**src/sdi_params.svh**
```systemverilog
// Constants of the SDRAM power-on initialisation block
`ifndef SDI_PARAMS_SVH
`define SDI_PARAMS_SVH

`define SDI_AW            8
`define SDI_DW            32
`define SDI_RANGES        5
`define SDI_SA_W          14

`define SDI_OFS_REFCNT    8'h58
`define SDI_OFS_INIT      8'h78
`define SDI_OFS_MEMTYPE   8'h7C
`define SDI_OFS_STATUS    8'h80

`define SDI_BIT_MODE      0
`define SDI_BIT_PRE       1
`define SDI_BIT_REF       2
`define SDI_INIT_W        3
`define SDI_INIT_RST      3'h0
`define SDI_REFCNT_W      12
`define SDI_REFCNT_RST    12'h000
`define SDI_MEMTYPE_RST   5'h00

`define SDI_PRE_COUNT     4'h2
`define SDI_REF_COUNT     4'h8
`define SDI_MRS_COUNT     4'h1
`define SDI_PRE_GAP       4'h2
`define SDI_REF_GAP       4'h6
`define SDI_MRS_GAP       4'h6

`define SDI_MODE_WORD     14'h003B
`define SDI_A10_ALL       14'h0400

`endif

```
**src/sdi_pkg.sv**
```systemverilog
// Types of the SDRAM power-on initialisation block
`default_nettype none
`include "sdi_params.svh"
package sdi_pkg;

  typedef enum logic [1:0] {
    SDI_ST_IDLE,
    SDI_ST_ISSUE,
    SDI_ST_GAP
  } sdi_state_e;

  typedef enum logic [1:0] {
    SDI_OP_PRE,
    SDI_OP_REF,
    SDI_OP_MRS
  } sdi_op_e;

  typedef logic [`SDI_DW-1:0] sdi_word_t;

  typedef struct packed {
    sdi_state_e                st;
    sdi_op_e                   op;
    logic [3:0]                done;
    logic [3:0]                gap;
    logic [`SDI_INIT_W-1:0]    init;
    logic                      ref_en;
    logic [`SDI_REFCNT_W-1:0]  interval;
    logic [`SDI_REFCNT_W-1:0]  down;
    logic [`SDI_RANGES-1:0]    memtype;
    logic [`SDI_RANGES-1:0]    cs_n;
    logic                      ras_n;
    logic                      cas_n;
    logic                      we_n;
    logic [`SDI_SA_W-1:0]      sa;
    logic                      busy;
    logic                      rfsh_pulse;
    sdi_word_t                 rdata;
  } sdi_regs_s;

endpackage : sdi_pkg
`default_nettype wire

```
**src/sdi_init.sv**
```systemverilog
// SDRAM power-on initialisation sequencer with its register port
// Operation
// - Mode-load bit programs burst 8, interleaved, CAS latency 3 into all SDRAMs.
// - No mode-register write while the mode-load bit is zero.
// - Precharge bit issues two back-to-back precharges to every SDRAM range.
// - Precharge bit self-clears after the second precharge.
// - Refresh bit issues eight back-to-back CBR refreshes to SDRAM ranges.
// - Initial refreshes only when some range is typed SDRAM.
// - Refresh bit also enables periodic DRAM refresh in all ranges.
// - Refresh bit resets to zero and self-clears after the eighth refresh.
// - Init control word sits at 0x78 and resets to zero.
// - Refresh interval counts down a 12-bit value, pulsing at zero.
`timescale 1ns/10ps
`default_nettype none
`include "sdi_params.svh"
module sdi_init (
  input  wire logic                          clk_sys,
  input  wire logic                          rstn,
  input  wire logic [`SDI_AW-1:0]            reg_addr,
  input  wire logic [`SDI_DW-1:0]            reg_wdata,
  input  wire logic                          reg_wr,
  input  wire logic                          reg_rd,
  output var  sdi_pkg::sdi_word_t            reg_rdata,
  output var  logic [`SDI_RANGES-1:0]        sd_cs_n,
  output var  logic                          sd_ras_n,
  output var  logic                          sd_cas_n,
  output var  logic                          sd_we_n,
  output var  logic [`SDI_SA_W-1:0]          sd_addr,
  output var  logic                          init_busy,
  output var  logic                          dram_refresh_en,
  output var  logic                          refresh_pulse
);
  import sdi_pkg::*;

  // ****************************************
  // Helper functions
  // ****************************************
  function automatic logic [3:0] op_count(input sdi_op_e op);
    case (op)
      SDI_OP_PRE: op_count = `SDI_PRE_COUNT;
      SDI_OP_REF: op_count = `SDI_REF_COUNT;
      SDI_OP_MRS: op_count = `SDI_MRS_COUNT;
      default:    op_count = `SDI_MRS_COUNT;
    endcase
  endfunction : op_count

  function automatic logic [3:0] op_gap(input sdi_op_e op);
    case (op)
      SDI_OP_PRE: op_gap = `SDI_PRE_GAP;
      SDI_OP_REF: op_gap = `SDI_REF_GAP;
      SDI_OP_MRS: op_gap = `SDI_MRS_GAP;
      default:    op_gap = `SDI_MRS_GAP;
    endcase
  endfunction : op_gap

  function automatic logic [`SDI_INIT_W-1:0] op_bit(input sdi_op_e op);
    case (op)
      SDI_OP_PRE: op_bit = `SDI_INIT_W'(1 << `SDI_BIT_PRE);
      SDI_OP_REF: op_bit = `SDI_INIT_W'(1 << `SDI_BIT_REF);
      SDI_OP_MRS: op_bit = `SDI_INIT_W'(1 << `SDI_BIT_MODE);
      default:    op_bit = `SDI_INIT_W'(0);
    endcase
  endfunction : op_bit

  function automatic logic hit(input logic [`SDI_AW-1:0] a, input logic [`SDI_AW-1:0] ofs);
    hit = (a == ofs);
  endfunction : hit

  // ****************************************
  // State
  // ****************************************
  sdi_regs_s r_r;
  sdi_regs_s r_nxt;

  logic                   any_sdram;
  logic [`SDI_INIT_W-1:0] set_bits;
  logic [`SDI_INIT_W-1:0] clr_bits;

  assign any_sdram = |r_r.memtype;

  // ****************************************
  // Next-state logic
  // ****************************************
  always_comb begin
    r_nxt            = r_r;
    r_nxt.cs_n       = {`SDI_RANGES{1'b1}};
    r_nxt.ras_n      = 1'b1;
    r_nxt.cas_n      = 1'b1;
    r_nxt.we_n       = 1'b1;
    r_nxt.sa         = '0;
    r_nxt.rfsh_pulse = 1'b0;
    r_nxt.rdata      = '0;
    set_bits         = '0;
    clr_bits         = '0;

    // Register writes; trigger bits only set by writing one
    if (reg_wr) begin
      if (hit(reg_addr, `SDI_OFS_INIT)) begin
        set_bits = reg_wdata[`SDI_INIT_W-1:0];
      end
      if (hit(reg_addr, `SDI_OFS_REFCNT)) begin
        r_nxt.interval = reg_wdata[`SDI_REFCNT_W-1:0];
        r_nxt.down     = reg_wdata[`SDI_REFCNT_W-1:0];
      end
      if (hit(reg_addr, `SDI_OFS_MEMTYPE)) begin
        r_nxt.memtype = reg_wdata[`SDI_RANGES-1:0];
      end
    end
    if (reg_wr && hit(reg_addr, `SDI_OFS_INIT) && reg_wdata[`SDI_BIT_REF]) begin
      r_nxt.ref_en = 1'b1;
    end

    // Command sequencer
    case (r_r.st)
      SDI_ST_IDLE: begin
        if (r_r.init[`SDI_BIT_PRE]) begin
          r_nxt.op   = SDI_OP_PRE;
          r_nxt.done = '0;
          r_nxt.st   = SDI_ST_ISSUE;
          r_nxt.busy = 1'b1;
        end else if (r_r.init[`SDI_BIT_REF]) begin
          if (any_sdram) begin
            r_nxt.op   = SDI_OP_REF;
            r_nxt.done = '0;
            r_nxt.st   = SDI_ST_ISSUE;
            r_nxt.busy = 1'b1;
          end else begin
            clr_bits[`SDI_BIT_REF] = 1'b1;
          end
        end else if (r_r.init[`SDI_BIT_MODE]) begin
          r_nxt.op   = SDI_OP_MRS;
          r_nxt.done = '0;
          r_nxt.st   = SDI_ST_ISSUE;
          r_nxt.busy = 1'b1;
        end else begin
          r_nxt.busy = 1'b0;
        end
      end
      SDI_ST_ISSUE: begin
        r_nxt.cs_n  = ~r_r.memtype;
        r_nxt.ras_n = 1'b0;
        case (r_r.op)
          SDI_OP_PRE: begin
            r_nxt.we_n = 1'b0;
            r_nxt.sa   = `SDI_A10_ALL;
          end
          SDI_OP_REF: begin
            r_nxt.cas_n = 1'b0;
          end
          SDI_OP_MRS: begin
            r_nxt.cas_n = 1'b0;
            r_nxt.we_n  = 1'b0;
            r_nxt.sa    = `SDI_MODE_WORD;
          end
          default: begin
            r_nxt.cs_n = {`SDI_RANGES{1'b1}};
          end
        endcase
        r_nxt.done = r_r.done + 4'h1;
        r_nxt.gap  = op_gap(r_r.op);
        r_nxt.st   = SDI_ST_GAP;
      end
      SDI_ST_GAP: begin
        if (r_r.gap > 4'h1) begin
          r_nxt.gap = r_r.gap - 4'h1;
        end else if (r_r.done == op_count(r_r.op)) begin
          clr_bits = op_bit(r_r.op);
          r_nxt.st = SDI_ST_IDLE;
        end else begin
          r_nxt.st = SDI_ST_ISSUE;
        end
      end
      default: begin
        r_nxt.st = SDI_ST_IDLE;
      end
    endcase

    // Set wins over the self-clear
    r_nxt.init = (r_r.init & ~clr_bits) | set_bits;

    // Periodic refresh interval counter
    if (r_r.ref_en && (r_r.interval != '0)) begin
      if (r_r.down == '0) begin
        r_nxt.rfsh_pulse = 1'b1;
        r_nxt.down       = r_r.interval;
      end else begin
        r_nxt.down = r_r.down - `SDI_REFCNT_W'(1);
      end
    end

    // Read data, valid the cycle after the strobe
    if (reg_rd) begin
      case (reg_addr)
        `SDI_OFS_INIT:    r_nxt.rdata = sdi_word_t'(r_r.init);
        `SDI_OFS_REFCNT:  r_nxt.rdata = sdi_word_t'(r_r.interval);
        `SDI_OFS_MEMTYPE: r_nxt.rdata = sdi_word_t'(r_r.memtype);
        `SDI_OFS_STATUS:  r_nxt.rdata = sdi_word_t'({r_r.down, 2'b00, r_r.ref_en, r_r.busy});
        default:          r_nxt.rdata = '0;
      endcase
    end
  end

  // ****************************************
  // Registers
  // ****************************************
  always_ff @(posedge clk_sys) begin
    if (!rstn) begin
      r_r.st         <= SDI_ST_IDLE;
      r_r.op         <= SDI_OP_PRE;
      r_r.done       <= '0;
      r_r.gap        <= '0;
      r_r.init       <= `SDI_INIT_RST;
      r_r.ref_en     <= 1'b0;
      r_r.interval   <= `SDI_REFCNT_RST;
      r_r.down       <= `SDI_REFCNT_RST;
      r_r.memtype    <= `SDI_MEMTYPE_RST;
      r_r.cs_n       <= {`SDI_RANGES{1'b1}};
      r_r.ras_n      <= 1'b1;
      r_r.cas_n      <= 1'b1;
      r_r.we_n       <= 1'b1;
      r_r.sa         <= '0;
      r_r.busy       <= 1'b0;
      r_r.rfsh_pulse <= 1'b0;
      r_r.rdata      <= '0;
    end else begin
      r_r <= r_nxt;
    end
  end

  // ****************************************
  // Outputs
  // ****************************************
  assign reg_rdata       = r_r.rdata;
  assign sd_cs_n         = r_r.cs_n;
  assign sd_ras_n        = r_r.ras_n;
  assign sd_cas_n        = r_r.cas_n;
  assign sd_we_n         = r_r.we_n;
  assign sd_addr         = r_r.sa;
  assign init_busy       = r_r.busy;
  assign dram_refresh_en = r_r.ref_en;
  assign refresh_pulse   = r_r.rfsh_pulse;

endmodule : sdi_init
`default_nettype wire

```
**config.mk**
```make
export PLATFORM = sky130hd
export DESIGN_NAME = sdi_init
export DESIGN_NICKNAME = d
export VERILOG_FILES = /design/src/sdi_pkg.sv /design/src/sdi_init.sv
export VERILOG_INCLUDE_DIRS = /design/src
export SDC_FILE = /design/constraint.sdc
export NUM_CORES = 1
export LEC_CHECK = 0
export ABC_AREA = 1
export BUFFER_PORTS_ARGS = -buffer_cell sky130_fd_sc_hd__buf_2
export CAP_MARGIN = 20
export CORE_ASPECT_RATIO = 0.9
export CORE_MARGIN = 4
export CORE_UTILIZATION = 29
export CTS_CLUSTER_SIZE = 14
export DETAILED_ROUTE_END_ITERATION = 6
export PLACE_DENSITY_LB_ADDON = 0.12
export SYNTH_ARGS = -nofsm -noshare
export SYNTH_HDL_FRONTEND = slang
export SYNTH_SLANG_ARGS = --single-unit
```
**constraint.sdc**
```tcl
create_clock -name clk_sys -period 1.72 [get_ports clk_sys]
set_clock_uncertainty 0.05 [all_clocks]
set_input_delay 0.516 -clock clk_sys [delete_from_list [all_inputs] [get_ports clk_sys]]
set_output_delay 0.516 -clock clk_sys [all_outputs]
set_load 0.01 [all_outputs]
```
==> summary.txt, run 1 <==
Setup path
  • CP bufs+invs: 2
  • Worst-path cell chain: inv_1 > ha_1 > nor2_1 > nor2_1 > nor2_1 > nor2_2 > inv_1 > o21ai_0 > a21oi_1
  • Crit Path Class: register to register
  • Critical path's top delay family: simple AND/OR/NAND/NOR gates
  • Worst R2R Setup Slack: 120 ps
  • Worst setup EP type: register
  • WP data arrival: 1780 ps
  • Worst EP required: 1900 ps
  • Reg2reg start: r_r[89]
  • Critical path launch point type: register
  • Slowest CP cell: dfxtp_1
  • Worst-path maximum fanout: 4
  • Worst r2r path cells: 9
  • Cell mode on critical path: nor2_1
  • Slowest stage delay, CP: 330 ps
  • R2r endpoint: r_r[90]

CTS
  • Number of buffers created by CTS: 9
  • Hold Buf Count CTS: 0
  • # clock sinks: 73
  • Clk_lat worst skew: 340 ps
  • H-tree lvl count: 3
  • Setup Fix Bufs, Post-CTS: 0
  • CTS tree: yes
  • Clock Pin Slew Worst Setup and Hold Paths: 60 ps
  • Clk root buf: clkbuf_16
  • CTS max path bufs: 2

Global routing
  • Pin count of the biggest net entering global routing: 26
  • Global-route wire length before repair: 17750 um
  • Initial antenna violation count: 0
  • Global-route usage over all layers: 14.03%
  • Grt total ovfl: 0
  • Vias in the first global route: 3357

Power and ir drop
  • Peak VDD IR: 484.3 uV
  • Leakage: 2.389 nW
  • PD cells: 785.3 nW/um^2

Routing
  • Wire per inst: 13.06 um
  • 1st-pass router iterations: 4
  • Starting DRT DRC Count: 222
  • Final ANT Viol Nets: 0
  • Final WL: 11240 um
  • DRC errors left: 0
  • Vias per cell: 4.372
  • Via count: 3764

Yosys
  • Post-synth EDFFs: 0
  • Seq/Total Area, Yosys: 35.74%
  • Syn Inst Count: 597
  • Synth Flop Type: dfxtp_1
  • Count of warnings emitted by yosys: 0
  • Unique masters post-synth: 32
  • Avg Cell Area, Syn: 6.849 um^2
  • Async SR Flop Fraction: 0%
  • Area of the mapped netlist: 4089 um^2
  • Yosys reg bits: 73

Timing
  • F_max: 626.2 MHz
  • Final Hold Fails: 0
  • Unrepaired setup endpoints after global routing: true
  • Final setup viols: 0
  • Slew Viols, Final: 0
  • Crit share post-route: 92.85%
  • Minimum clock period: 1597 ps

Die
  • Die width: 133.2 um
  • Row count: 40
  • Core area: 13560 um^2
  • Starting Density: 30.15%
  • Die height: 120.7 um
  • Die area: 16070 um^2
  • # IOs: 101

Layout
  • ANT cells: 0
  • Final core utilization: 36.44%
  • Most common library cell in the layout ignoring fill and taps: nand2_1
  • Most frequent cells in the layout: 133 x nand2_1, 72 x dfxtp_1, 70 x inv_1
  • Fill cells: 1451
  • Layout cells sized above 1: 21.28%
  • Final nets: 723
  • Area Growth Syn to Fin: 20.87%
  • Final instance area: 4942 um^2

Worst hold path
  • HP Start: r_r[60]
  • Hold/Removal Path Class: register to register
  • Hold EP: sd_cs_n[4]
  • Hold Path Depth: 1

Placed design
  • Dpl cell area: 4609 um^2
  • HPWL Detailed: 8482 um
  • # port buffers: 56
  • GPL Wtd Cong: 0.8150

Job
  • Max_cap viols: 0

Status
  • Status: complete, no violations
-- how the worst max path moves through the flow --
stage / start / end / slack (ps) / cells after the start
global route: r_r[89] / r_r[90] / -70 / 9
finish: r_r[89] / r_r[90] / 120 / 9
CTS: r_r[99] / sd_cs_n[4] / 60 / 7
global placement: reg_addr[0] / reg_rdata[6] / -40 / 10
floorplan: reg_addr[0] / r_r[71] / 190 / 8
detailed placement: reg_addr[0] / reg_rdata[5] / -60 / 10
-- cells in the mapped netlist (2+ instances only) --
cell      instances  area, um^2
nor2_4            3       33.78
o21ai_0          21       105.1
dfxtp_1          73        1461
a211oi_1          3       22.52
ha_1             12       150.1
nor3_1           10       50.05
nand3_1          68       340.3
nand2_4           2       22.52
a21oi_1          45       225.2
buf_4            54       405.4
nand2_1         133       499.2
or2_1             2       12.51
nor2_2            5       31.28
buf_6             2       22.52
nand2_2           2       12.51
inv_1            70       262.8
buf_2             6       30.03
or2_2             2       12.51
nor2_1           61       229.0
xor2_1            3       26.28
clkbuf_1          4       15.01
nand4_1           4       25.02
o211ai_1          2       15.01
buf_1             2       7.510
-- state kept, by name (all words and copies together) (netlist names) --
| name | flops |
|---|---|
| r_r | 44 |
| reg_rdata | 16 |
| sd_cs_n | 5 |
| sd_addr | 2 |
| dram_refresh_en | 1 |
| init_busy | 1 |
| refresh_pulse | 1 |
| sd_cas_n | 1 |
| sd_ras_n | 1 |
| sd_we_n | 1 |
-- repair_timing --
action,in CTS,in global routing
endpoints found under the setup margin,0,12
endpoints found under the hold margin,0,0
resized for setup,0,7
-- worst reg2reg max path, cell delays in order (launching register included) --
cell and delay (ps):
dfxtp_1 330, inv_1 80, ha_1 220, nor2_1 60
nor2_1 180, nor2_1 100, nor2_2 180, inv_1 80
o21ai_0 160, a21oi_1 60
-- layer usage --
metal	vias up	GRT usage, %	wire length [um]
met5	-	0	0
met4	0	5.591	184
met3	12	2.829	707
met2	111	20.02	4577
met1	1671	20.53	5773
li1	1970	-	-
-- kinds of logic after synthesis --
logic type      synth area share, %
simple gates                  32.04
buf+inv                       18.18
compound gates                9.639
flops                         35.74
fa+ha+maj                     3.672
xor+xnor                     0.6427
other cells                 0.09171
-- area by class of cell --
| type | instances | area [um^2] | share of cell area (%) |
|---|---|---|---|
| multi-input combinational | 409 | 1986 | 40.18 |
| sequential | 73 | 1463 | 29.59 |
| timing repair buffer | 104 | 678.2 | 13.72 |
| clock buffer | 12 | 266.5 | 5.392 |
| inverter | 70 | 262.8 | 5.316 |
| tap | 189 | 236.5 | 4.785 |
| clock inverter | 4 | 50.05 | 1.013 |
-- per-stage QoR --
step | setup TNS, ps | power (mW) | cells | hold WS [ps] | setup slack [ps]
after floorplan | 0 | 1.872 | 620 | 315.7 | 187.5
after global placement | -297.8 | 1.925 | 845 | 327.0 | -42.19
after detailed placement | -373.0 | 1.926 | 845 | 330.0 | -64.13
after CTS | 0 | 3.938 | 861 | 346.2 | 58.00
after global routing | -73.72 | 4.018 | 861 | 356.7 | -73.72
final | 0 | 3.881 | 861 | 339.9 | 123.0
-- report_power, final --
part           internal [mW]  leakage [nW]  total (mW)  switching, mW
clock                   1.24         0.151        1.99          0.752
combinational         0.0655          1.65       0.193          0.128
sequential              1.69         0.589        1.70        0.00278
total                   3.00          2.39        3.88          0.882
Note: power is estimated with default switching activity, not from simulation.
==> run 2, diff against run 1 <==
--- a/config.mk
+++ b/config.mk
@@ -7,14 +7,12 @@
 export NUM_CORES = 1
 export LEC_CHECK = 0
 export ABC_AREA = 1
-export BUFFER_PORTS_ARGS = -buffer_cell sky130_fd_sc_hd__buf_2
+export BUFFER_PORTS_ARGS = -buffer_cell sky130_fd_sc_hd__buf_4
 export CAP_MARGIN = 20
 export CORE_ASPECT_RATIO = 0.9
 export CORE_MARGIN = 4
 export CORE_UTILIZATION = 29
-export CTS_CLUSTER_SIZE = 14
 export DETAILED_ROUTE_END_ITERATION = 6
-export PLACE_DENSITY_LB_ADDON = 0.12
 export SYNTH_ARGS = -nofsm -noshare
 export SYNTH_HDL_FRONTEND = slang
 export SYNTH_SLANG_ARGS = --single-unit
==> run 2 against run 1 <==
  * Fmax is 1.8% higher
  * Setup slack better by 29 ps
  * Combinational power is 5% higher
  * Sequential power hardly changed
  * Critical path type unchanged
==> summary.txt, run 2 (same netlist as run 1, synthesis figures left out) <==
Status
  • Status: complete, no violations

Timing
  • F_max: 637.7 MHz
  • Unrepaired setup endpoints after global routing: false
  • Minimum clock period: 1568 ps
  • Hold Slack: 341.7 ps
  • Final setup viols: 0
  • Final Hold Fails: 0
  • Slew Viols, Final: 0
  • Crit share post-route: 91.17%

CTS
  • CTS tree: yes
  • Clk_lat worst skew: 340 ps
  • Number of buffers created by CTS: 9
  • Setup Fix Bufs, Post-CTS: 0
  • CTS max path bufs: 2
  • # clock sinks: 73
  • CTS resizes: 0
  • Clock Pin Slew Worst Setup and Hold Paths: 60 ps
  • Hold Buf Count CTS: 0
  • Clk root buf: clkbuf_16
  • H-tree lvl count: 3

Routing
  • Final WL: 10220 um
  • Starting DRT DRC Count: 220
  • Wire per inst: 11.87 um
  • Via count: 3719
  • Final ANT Viol Nets: 0
  • 1st-pass router iterations: 5
  • Vias per cell: 4.319
  • DRC errors left: 0

Job
  • Max_cap viols: 0

Layout
  • Max FFs per register: 44
  • Register Area: 1461 um^2
  • Final nets: 723
  • Layout cells sized above 1: 20.54%
  • Final instance area: 5049 um^2
  • Fill cells: 1450
  • Most common library cell in the layout ignoring fill and taps: nand2_1
  • Area Growth Syn to Fin: 23.47%
  • Most frequent cells in the layout: 133 x nand2_1, 103 x buf_4, 73 x dfxtp_1
  • ANT cells: 0
  • Fin cells: 861
  • Largest Register: r_r
  • Final core utilization: 37.22%
  • Multi-input logic area: 1987 um^2

Worst hold path
  • Hold Path Depth: 1
  • Hold/Removal Path Class: register to register

Setup path
  • Critical path launch point type: register
  • Worst setup EP type: register
  • R2r endpoint: r_r[65]
  • Slowest CP cell: dfxtp_1
  • Worst R2R Setup Slack: 150 ps
  • Crit Path Class: register to register
  • Reg2reg start: r_r[62]
  • Slowest stage delay, CP: 410 ps
  • Worst-path maximum fanout: 7
  • Worst r2r path cells: 11
  • Cell mode on critical path: nand2_1
  • CP endpoint: r_r[65]
  • Crit. Startpoint: r_r[62]
  • Worst EP required: 1910 ps
  • Worst-path cell chain: inv_1 > ha_1 > nand2_2 > nor2_8 > buf_4 > nand3_1 > nand2_1 > nand2_1 > nand3_1 > nand2_1 > inv_1
  • WP data arrival: 1760 ps

Global routing
  • Global-route usage over all layers: 12.96%
  • Global-route wire length before repair: 16680 um
  • Vias in the first global route: 3288
  • Initial antenna violation count: 0
  • Grt total ovfl: 0
  • Pin count of the biggest net entering global routing: 27

Power and ir drop
  • Leakage: 2.404 nW
  • PD cells: 755.5 nW/um^2
  • Peak VDD IR: 470.3 uV

Placed design
  • Placed Cells: 845
  • Dpl cell area: 4725 um^2
  • # port buffers: 56
  • HPWL Detailed: 7816 um
  • GPL Wtd Cong: 0.8615

Die
  • Die height: 120.7 um
  • Row count: 40
  • # IOs: 101
  • Starting Density: 30.15%
  • Core area: 13560 um^2
  • Die width: 133.2 um
  • Die area: 16070 um^2
## run 2: cell count changes in the layout (fill, tap and decap cells not counted), moves of 2 or more
cell	delta
buf_4	+58
buf_2	-56
nor2_1	+3
nor2_2	-3
buf_12	-2
## run 2: cell type report
class                           count  area share [%]
Clock inverter                      4           1.016
Sequential cell                    73           28.95
Inverter                           70           5.204
Multi-Input combinational cell    409           39.36
Timing Repair Buffer              104           15.71
Clock buffer                       12           5.081
Tap cell                          189           4.684
## run 2: layer usage
metal  track usage [%]  vias up  routed length, um
met3             1.913       10                525
li1                  -     1973                  -
met2             18.91       95               4328
met4             6.170        0                201
met5                 0        -                  0
met1             18.64     1641               5160
## run 2: critical path, delay by kind of cell (launching register included)
| kind | cells | cell delay (ps) |
|---|---|---|
| buf+inv | 3 | 290 |
| flops | 1 | 410 |
| fa+ha+maj | 1 | 190 |
| simple gates | 7 | 520 |
## run 2: per-stage QoR
step	power (mW)	setup slack (ps)	TNS (ps)
floorplan	1.872	187.5	0
global placement	1.935	-91.42	-886.8
detailed placement	1.934	-82.72	-795.5
CTS	3.855	108.8	0
global route	3.961	1.967	0
finish	3.814	151.9	0
## run 2: how the worst min path moves through the flow
stage | startpoint | endpoint | slack [ps]
floorplan | r_r[58] | sd_cs_n[2] | 320
global placement | r_r[60] | sd_cs_n[4] | 320
detailed placement | r_r[60] | sd_cs_n[4] | 330
CTS | r_r[60] | sd_cs_n[4] | 340
global route | r_r[60] | sd_cs_n[4] | 360
finish | r_r[60] | sd_cs_n[4] | 340
## run 2: power by group
part           leakage (nW)  switching, mW  internal (mW)
registers             0.588        0.00274           1.69
logic                  1.67          0.126         0.0765
clock network         0.149          0.713           1.20
total                  2.40          0.841           2.97
